<file path="src/verilog/lcdt_defs.vh">
// Timing constants for the 800x480 panel timing generator
`ifndef LCDT_DEFS_VH
`define LCDT_DEFS_VH

// ----------------------------------------------------------------
// Horizontal timing, in pixel clocks
// ----------------------------------------------------------------
`define LCDT_H_TOTAL      11'd1056
`define LCDT_H_ACTIVE     11'd800
`define LCDT_H_BLANK      11'd256
`define LCDT_H_SYNC       11'd30
`define LCDT_H_BACK       11'd16
`define LCDT_H_SYNC_BACK  11'd46
`define LCDT_H_FRONT      11'd210

// ----------------------------------------------------------------
// Vertical timing, in lines
// ----------------------------------------------------------------
`define LCDT_V_TOTAL      10'd525
`define LCDT_V_ACTIVE     10'd480
`define LCDT_V_BLANK      10'd45
`define LCDT_V_SYNC       10'd13
`define LCDT_V_BACK       10'd10
`define LCDT_V_SYNC_BACK  10'd23
`define LCDT_V_FRONT      10'd22

// ----------------------------------------------------------------
// Pixel clock divider and widths
// ----------------------------------------------------------------
`define LCDT_PCLK_HALF    4'd1
`define LCDT_COLOR_W      8
`define LCDT_HCNT_W       11
`define LCDT_VCNT_W       10

`endif

</file>
<file path="src/verilog/lcdt_timing_gen.v">
// Video timing generator driving an 800x480 24-bit RGB panel
// Function
// - Pixel sent as 24-bit word, eight bits each red, green, blue buses.
// - Line is 1056 clocks: 800 valid, 256 blanking.
// - Frame is 525 lines: 480 valid, 45 blanking.
// - Line sync active for 30 clocks at line start.
// - Horizontal back porch of 16 clocks before first valid pixel.
// - Line sync plus back porch fixed at 46 clocks.
// - Horizontal front porch of 210 clocks after valid pixels.
// - Frame sync active for 13 lines at frame start.
// - Vertical back porch 10 lines; sync plus back porch is 23 lines.
// - Vertical front porch of 22 lines after valid lines.
// - Drive scheme-select: data-valid strobe or sync pulses place pixels.
// - Drive static horizontal and vertical scan-direction levels.
`timescale 1ns/1ps
`default_nettype none
`include "lcdt_defs.vh"
module lcdt_timing_gen #(
  parameter [3:0] PCLK_HALF = `LCDT_PCLK_HALF
) (
  input  wire                      mclk,
  input  wire                      rst_n,
  input  wire                      schemeSyncIn,
  input  wire                      hScanDirIn,
  input  wire                      vScanDirIn,
  input  wire [`LCDT_COLOR_W-1:0]  srcRed,
  input  wire [`LCDT_COLOR_W-1:0]  srcGreen,
  input  wire [`LCDT_COLOR_W-1:0]  srcBlue,
  output reg                       pixelReq,
  output reg  [`LCDT_HCNT_W-1:0]   pixelX,
  output reg  [`LCDT_VCNT_W-1:0]   pixelY,
  output wire                      panelPixelClock,
  output reg                       pixelValidStrobe,
  output reg                       lineSync_n,
  output reg                       frameSync_n,
  output reg                       syncSchemeSelect,
  output reg                       horizontalScanDir,
  output reg                       verticalScanDir,
  output reg  [`LCDT_COLOR_W-1:0]  panelRed,
  output reg  [`LCDT_COLOR_W-1:0]  panelGreen,
  output reg  [`LCDT_COLOR_W-1:0]  panelBlue
);

  wire                     pixelTick;
  wire [`LCDT_HCNT_W-1:0]  hCount;
  wire [`LCDT_VCNT_W-1:0]  vCount;
  wire                     lineEnd;
  wire                     frameEnd;
  wire                     hActive;
  wire                     vActive;
  wire [`LCDT_HCNT_W-1:0]  hFirst;
  wire [`LCDT_VCNT_W-1:0]  vFirst;
  reg                      schemeMeta_reg;
  reg                      schemeSync_reg;
  reg                      hDirMeta_reg;
  reg                      hDirSync_reg;
  reg                      vDirMeta_reg;
  reg                      vDirSync_reg;

  // ----------------------------------------------------------------
  // Pixel clock
  // ----------------------------------------------------------------
  lcdt_pclk_div #(
    .HALF_PERIOD (PCLK_HALF)
  ) u_div (
    .mclk      (mclk),
    .rst_n     (rst_n),
    .pclkOut   (panelPixelClock),
    .pixelTick (pixelTick)
  );

  // ----------------------------------------------------------------
  // Position counters
  // ----------------------------------------------------------------
  lcdt_scan_cnt #(
    .WIDTH (`LCDT_HCNT_W),
    .TOTAL (`LCDT_H_TOTAL)
  ) u_hcnt (
    .mclk     (mclk),
    .rst_n    (rst_n),
    .step     (pixelTick),
    .count    (hCount),
    .lastStep (lineEnd)
  );

  lcdt_scan_cnt #(
    .WIDTH (`LCDT_VCNT_W),
    .TOTAL (`LCDT_V_TOTAL)
  ) u_vcnt (
    .mclk     (mclk),
    .rst_n    (rst_n),
    .step     (lineEnd),
    .count    (vCount),
    .lastStep (frameEnd)
  );

  // ----------------------------------------------------------------
  // Window decode
  // ----------------------------------------------------------------
  // Active window starts right after sync plus back porch; front porch
  // takes the rest, so 30+16+800+210 = 1056 and 13+10+480+22 = 525.
  assign hFirst  = `LCDT_H_SYNC + `LCDT_H_BACK;
  assign vFirst  = `LCDT_V_SYNC + `LCDT_V_BACK;
  assign hActive = (hCount >= hFirst) && (hCount < hFirst + `LCDT_H_ACTIVE);
  assign vActive = (vCount >= vFirst) && (vCount < vFirst + `LCDT_V_ACTIVE);

  // ----------------------------------------------------------------
  // Static strap inputs, synchronised
  // ----------------------------------------------------------------
  // Straps may come from switches, hence two flops each.
  always @(posedge mclk) begin
    if (!rst_n) begin
      schemeMeta_reg <= 1'b0;
      schemeSync_reg <= 1'b0;
      hDirMeta_reg   <= 1'b0;
      hDirSync_reg   <= 1'b0;
      vDirMeta_reg   <= 1'b0;
      vDirSync_reg   <= 1'b0;
    end else begin
      schemeMeta_reg <= schemeSyncIn;
      schemeSync_reg <= schemeMeta_reg;
      hDirMeta_reg   <= hScanDirIn;
      hDirSync_reg   <= hDirMeta_reg;
      vDirMeta_reg   <= vScanDirIn;
      vDirSync_reg   <= vDirMeta_reg;
    end
  end

  always @(posedge mclk) begin
    if (!rst_n) begin
      syncSchemeSelect  <= 1'b0;
      horizontalScanDir <= 1'b0;
      verticalScanDir   <= 1'b0;
    end else if (lineEnd && !vActive) begin
      // Only change at the end of a blanking line, so the visible
      // part of a frame never sees two settings
      syncSchemeSelect  <= schemeSync_reg;
      horizontalScanDir <= hDirSync_reg;
      verticalScanDir   <= vDirSync_reg;
    end
  end

  // ----------------------------------------------------------------
  // Panel outputs
  // ----------------------------------------------------------------
  // Registered one mclk after the counters; outputs change with the
  // falling pixel clock edge, a half period before the panel samples.
  always @(posedge mclk) begin
    if (!rst_n) begin
      pixelValidStrobe <= 1'b0;
      lineSync_n       <= 1'b1;
      frameSync_n      <= 1'b1;
      panelRed         <= 8'h00;
      panelGreen       <= 8'h00;
      panelBlue        <= 8'h00;
    end else begin
      pixelValidStrobe <= hActive && vActive;
      lineSync_n       <= ~(hCount < `LCDT_H_SYNC);
      frameSync_n      <= ~(vCount < `LCDT_V_SYNC);
      if (hActive && vActive) begin
        panelRed   <= srcRed;
        panelGreen <= srcGreen;
        panelBlue  <= srcBlue;
      end else begin
        panelRed   <= 8'h00;
        panelGreen <= 8'h00;
        panelBlue  <= 8'h00;
      end
    end
  end

  // ----------------------------------------------------------------
  // Pixel source request
  // ----------------------------------------------------------------
  always @(posedge mclk) begin
    if (!rst_n) begin
      pixelReq <= 1'b0;
      pixelX   <= 11'h000;
      pixelY   <= 10'h000;
    end else begin
      pixelReq <= hActive && vActive && pixelTick;
      pixelX   <= hActive ? hCount - hFirst : 11'h000;
      pixelY   <= vActive ? vCount - vFirst : 10'h000;
    end
  end

endmodule // lcdt_timing_gen
`default_nettype wire

</file>
<file path="src/verilog/lcdt_pclk_div.v">
// Pixel clock divider: makes the panel clock and a tick on its falling edge
`timescale 1ns/1ps
`default_nettype none
module lcdt_pclk_div #(
  parameter [3:0] HALF_PERIOD = 4'd1
) (
  input  wire       mclk,
  input  wire       rst_n,
  output reg        pclkOut,
  output reg        pixelTick
);

  reg [3:0] divCnt_reg;

  // ----------------------------------------------------------------
  // Divider
  // ----------------------------------------------------------------
  // Tick marks the falling edge so data changes half a period before
  // the panel samples on the rising edge.
  // Clock rests high in reset: its first fall then meets the first
  // output update, so no data change ever lands on a rising edge.
  always @(posedge mclk) begin
    if (!rst_n) begin
      divCnt_reg <= 4'h0;
      pclkOut    <= 1'b1;
      pixelTick  <= 1'b0;
    end else if (divCnt_reg == HALF_PERIOD - 4'h1) begin
      divCnt_reg <= 4'h0;
      pclkOut    <= ~pclkOut;
      pixelTick  <= pclkOut;
    end else begin
      divCnt_reg <= divCnt_reg + 4'h1;
      pixelTick  <= 1'b0;
    end
  end

endmodule // lcdt_pclk_div
`default_nettype wire

</file>
<file path="src/verilog/lcdt_scan_cnt.v">
// Wrapping counter used for pixel and line positions
`timescale 1ns/1ps
`default_nettype none
module lcdt_scan_cnt #(
  parameter WIDTH = 11,
  parameter [WIDTH-1:0] TOTAL = 11'd1056
) (
  input  wire             mclk,
  input  wire             rst_n,
  input  wire             step,
  output reg  [WIDTH-1:0] count,
  output wire             lastStep
);

  assign lastStep = step && (count == TOTAL - 1'b1);

  always @(posedge mclk) begin
    if (!rst_n) begin
      count <= {WIDTH{1'b0}};
    end else if (lastStep) begin
      count <= {WIDTH{1'b0}};
    end else if (step) begin
      count <= count + 1'b1;
    end
  end

endmodule // lcdt_scan_cnt
`default_nettype wire

</file>
<file path="config.mk">
export PLATFORM = sky130hd
export DESIGN_NAME = lcdt_timing_gen
export DESIGN_NICKNAME = d
export VERILOG_FILES = /design/src/verilog/lcdt_timing_gen.v /design/src/verilog/lcdt_pclk_div.v /design/src/verilog/lcdt_scan_cnt.v
export VERILOG_INCLUDE_DIRS = /design/src /design/src/verilog
export SDC_FILE = /design/constraint.sdc
export NUM_CORES = 1
export LEC_CHECK = 0
export ABC_AREA = 1
export BUFFER_PORTS_ARGS = -buffer_cell sky130_fd_sc_hd__buf_4
export CAP_MARGIN = 20
export CORE_MARGIN = 1.5
export CORE_UTILIZATION = 35
export DETAILED_ROUTE_END_ITERATION = 7
export GPL_TIMING_DRIVEN = 1
export HOLD_SLACK_MARGIN = 0.03
export PLACE_DENSITY = 0.62
export SLEW_MARGIN = 0
export SYNTH_ARGS = -nofsm -noshare
export SYNTH_HDL_FRONTEND = slang
export SYNTH_SLANG_ARGS = --single-unit
</file>
<file path="constraint.sdc">
create_clock -name mclk -period 1.7 [get_ports mclk]
set_clock_uncertainty 0.2 [all_clocks]
set_input_delay 0.17 -clock mclk [delete_from_list [all_inputs] [get_ports mclk]]
set_output_delay 0.17 -clock mclk [all_outputs]
set_load 0.005 [all_outputs]
</file>
==> flow_summary_export.csv <==
group,metric,value,unit
run_status,status,"finished, final reports clean",
yosys,synth_nets,456,
yosys,avgSynthCellArea,7.98,um2
cells_and_area,top_regs,"pixelX x11, u_hcnt.count x11",
critical_path,required,1.74,ns
cts,path_clk_slew,0.08,ns
global_route,grt_max_degree,15,
cells_and_area,mostFrequentLayoutCells,"106 x buf_4, 78 x dfxtp_1, 75 x inv_1, 71 x nand2_1, 47 x nor2_1",
timing,setup_viol,0,
placed_design,placed_cells,649,
timing,fmax,602,MHz
critical_path,worstSetupPathType,"reg -> reg",
hold_path,hold_start,"vDirMeta_reg$_SDFF_PN0_",
die,coreArea,9280,um2
critical_path,worst_setup_path_end_kind,"flop",
die,fp-row-count,35,
critical_path,crit_family,"simple AND/OR/NAND/NOR gates",
cells_and_area,area_delta_synth_final,51.8,%
cts,clock_sinks,85,
yosys,ys_warn_count,0,
timing,rsz0062_at_grt,"yes",
power,peakVddDrop,0.400,mV
critical_path,startpoint_type,"flop",
die,io_pins,82,
timing,layout_setup_ws,0.0384,ns
cells_and_area,final_common_cell,"buf_4",
detailed_routing,vias,2992,
critical_path,crit_buf_inv,0,
power,powerDensity,774,nW/um2
cts,cts_tree,"built",
detailed_routing,vias_per_cell,4.27,
yosys,synthMuxAreaShare,0,%
detailed_routing,dr.pass1.iters,4,
placed_design,pre_cts_slack,-0.0955,ns
detailed_routing,drt_first_iter_violations,96,
global_route,grt_first_pass_wirelength,12.1,mm
yosys,synthDistinctLibCells,28,
cells_and_area,diodes,0,
detailed_routing,wire_per_inst,11.1,um
global_route,globalRouteOverflowTotal,0,
yosys,yosys.area_share.simple,27.8,%
timing,fin_tns_setup,0,ns
die,start_util,36.1,%
run,drv_cap,0,
critical_path,arrival,1.71,ns
critical_path,crit_cells,8,
timing,hold_viol_final,0,
power,power_leakage,2.46,nW
yosys,yosysTopAreaCell,"dfxtp_1",
global_route,grtUsageTotal,15.1,%
hold_path,min_path_type,"reg -> reg",
timing,fin_hold_ws,0.218,ns
critical_path,regToRegStartpoint,"u_hcnt.count[1]$_SDFFE_PP0P_",
cts,h-tree-depth,3,
yosys,syn_area,3350,um2
die,die_y,101,um
global_route,grt_antenna_before_repair,0,
yosys,ys_ff_latch,85,
cells_and_area,drive_above_1_share,34.5,%
critical_path,crit_fanout,9,
yosys,synth_top_family_by_area,"simple AND/OR/NAND/NOR gates",
timing,fin_crit_sh,97.7,%
cts,numCtsBuffers,9,
cells_and_area,final_cells,700,
yosys,yosys.area.top_type_share,50.7,%
timing,slew_viol_final,0,
timing,period_needed,1.66,ns
die,fp.dieW,101,um
yosys,seq_area_frac_synth,50.7,%
timing,relSlewSlack,76.8,%
cts,root_buffer,"clkbuf_8",
power,power,0.00394,W
die,dieArea,10200,um2
placed_design,hpwl,5.28,mm
timing,worst_pin_slew,0.345,ns
detailed_routing,drt_wl_total,7.77,mm
critical_path,r2r_cells,8,
yosys,synthCells,420,
yosys,synth_compound_area_share,4.10,%
critical_path,critPathMaxStageDelay,0.38,ns
placed_design,globalplace.congestion,0.872,
cts,clk_path_buf_depth,2,
yosys,synthXorXnorAreaFrac,3.66,%
critical_path,slowest_stage,"dfxtp_4",
hold_path,whs_path_depth,2,
placed_design,port_buffers,81,
yosys,synth.area.top_cells,"dfxtp_1 51%, inv_1 8.5%, nand2_1 8.5%",
detailed_routing,drc,0,
cts,clk_latency,0.35,ns
cells_and_area,fin_nets,602,
critical_path,crit_start,"u_hcnt.count[1]$_SDFFE_PP0P_",
global_route,grt_pass1_vias,2812,
critical_path,path_cells,"ha_4, nand2_4, nor2_4, nand2_2, nor2_4, nand2_1, nand2_4, nor2_1",
yosys,synth_fa_ha_area_share,2.61,%
detailed_routing,ant_nets,0,
==> path summary, 6_finish.rpt <==
check | end | slack (ns)
min | vDirSync_reg$_SDFF_PN0_ | 0.22
max | u_vcnt.count[9]$_SDFFE_PP0P_ | 0.04
max reg2reg | u_vcnt.count[9]$_SDFFE_PP0P_ | 0.04
min reg2reg | vDirSync_reg$_SDFF_PN0_ | 0.22
==> through the flow <==
step	cell area, um2	util, %
6_report	5090	54.8
5_1_grt	5090	54.8
4_1_cts	4840	52.2
3_5_place_dp	4260	45.9
3_3_place_gp	4260	45.9
2_1_floorplan	3350	-
==> kinds of logic after synthesis <==
family,after synthesis
simple gates,200
buf+inv,88
flops,85
compound gates,26
xor+xnor,14
fa+ha+maj,7
==> power breakdown <==
part	switching, W	total, W	internal [W]
Sequential	0.0000144	0.00202	0.00201
Clock	0.000696	0.00172	0.00102
Combinational	0.0000797	0.000201	0.000121
==> worst min-delay path, delay by kind of cell (launching register included) <==
family	cells	cell delay [ns]
AND/OR/NAND/NOR	1	0.05
flip-flops	1	0.31
buffers and inverters	1	0.04
==> layer usage <==
layer	routed length (um)	GRT usage (%)	up-vias
met5	0	0	-
li1	-	-	1560
met2	3720	26.4	81
met3	380	3.05	11
met1	3550	18.0	1340
met4	110	6.18	0
==> area by class of cell <==
| cell class | instances | area (um2) |
|---|---|---|
| clock buffers | 11 | 141 |
| clock inverters | 5 | 106 |
| fillers | 834 | 4190 |
| inverters | 79 | 322 |
| multi-input cells | 250 | 1500 |
| flip-flops and latches | 85 | 1720 |
| well taps | 129 | 161 |
| repair buffers | 141 | 1150 |
==> cells in the mapped netlist, drive strengths merged <==
| cell | instances |
|---|---|
| nand2 | 87 |
| dfxtp | 85 |
| inv | 79 |
| nor2 | 78 |
| nand3 | 23 |
| a21oi | 22 |
| xor2 | 12 |
| buf | 8 |
| ha | 7 |
| nand4 | 6 |
| nor3 | 4 |
| o21ai | 3 |
| xnor2 | 2 |
| clkbuf | 1 |
| nor3b | 1 |
| nor4 | 1 |
| o2111ai | 1 |
==> repair_timing <==
item                                    CTS  global route
hold buffers                             30             0
pin swaps                                 2             9
hold endpoints to repair                 31             0
gates cloned                              1             3
endpoints found under the setup margin   30            65
gates resized for setup                   5            56
buffers inserted                          0             1
Note: power is estimated with default switching activity, not from simulation.
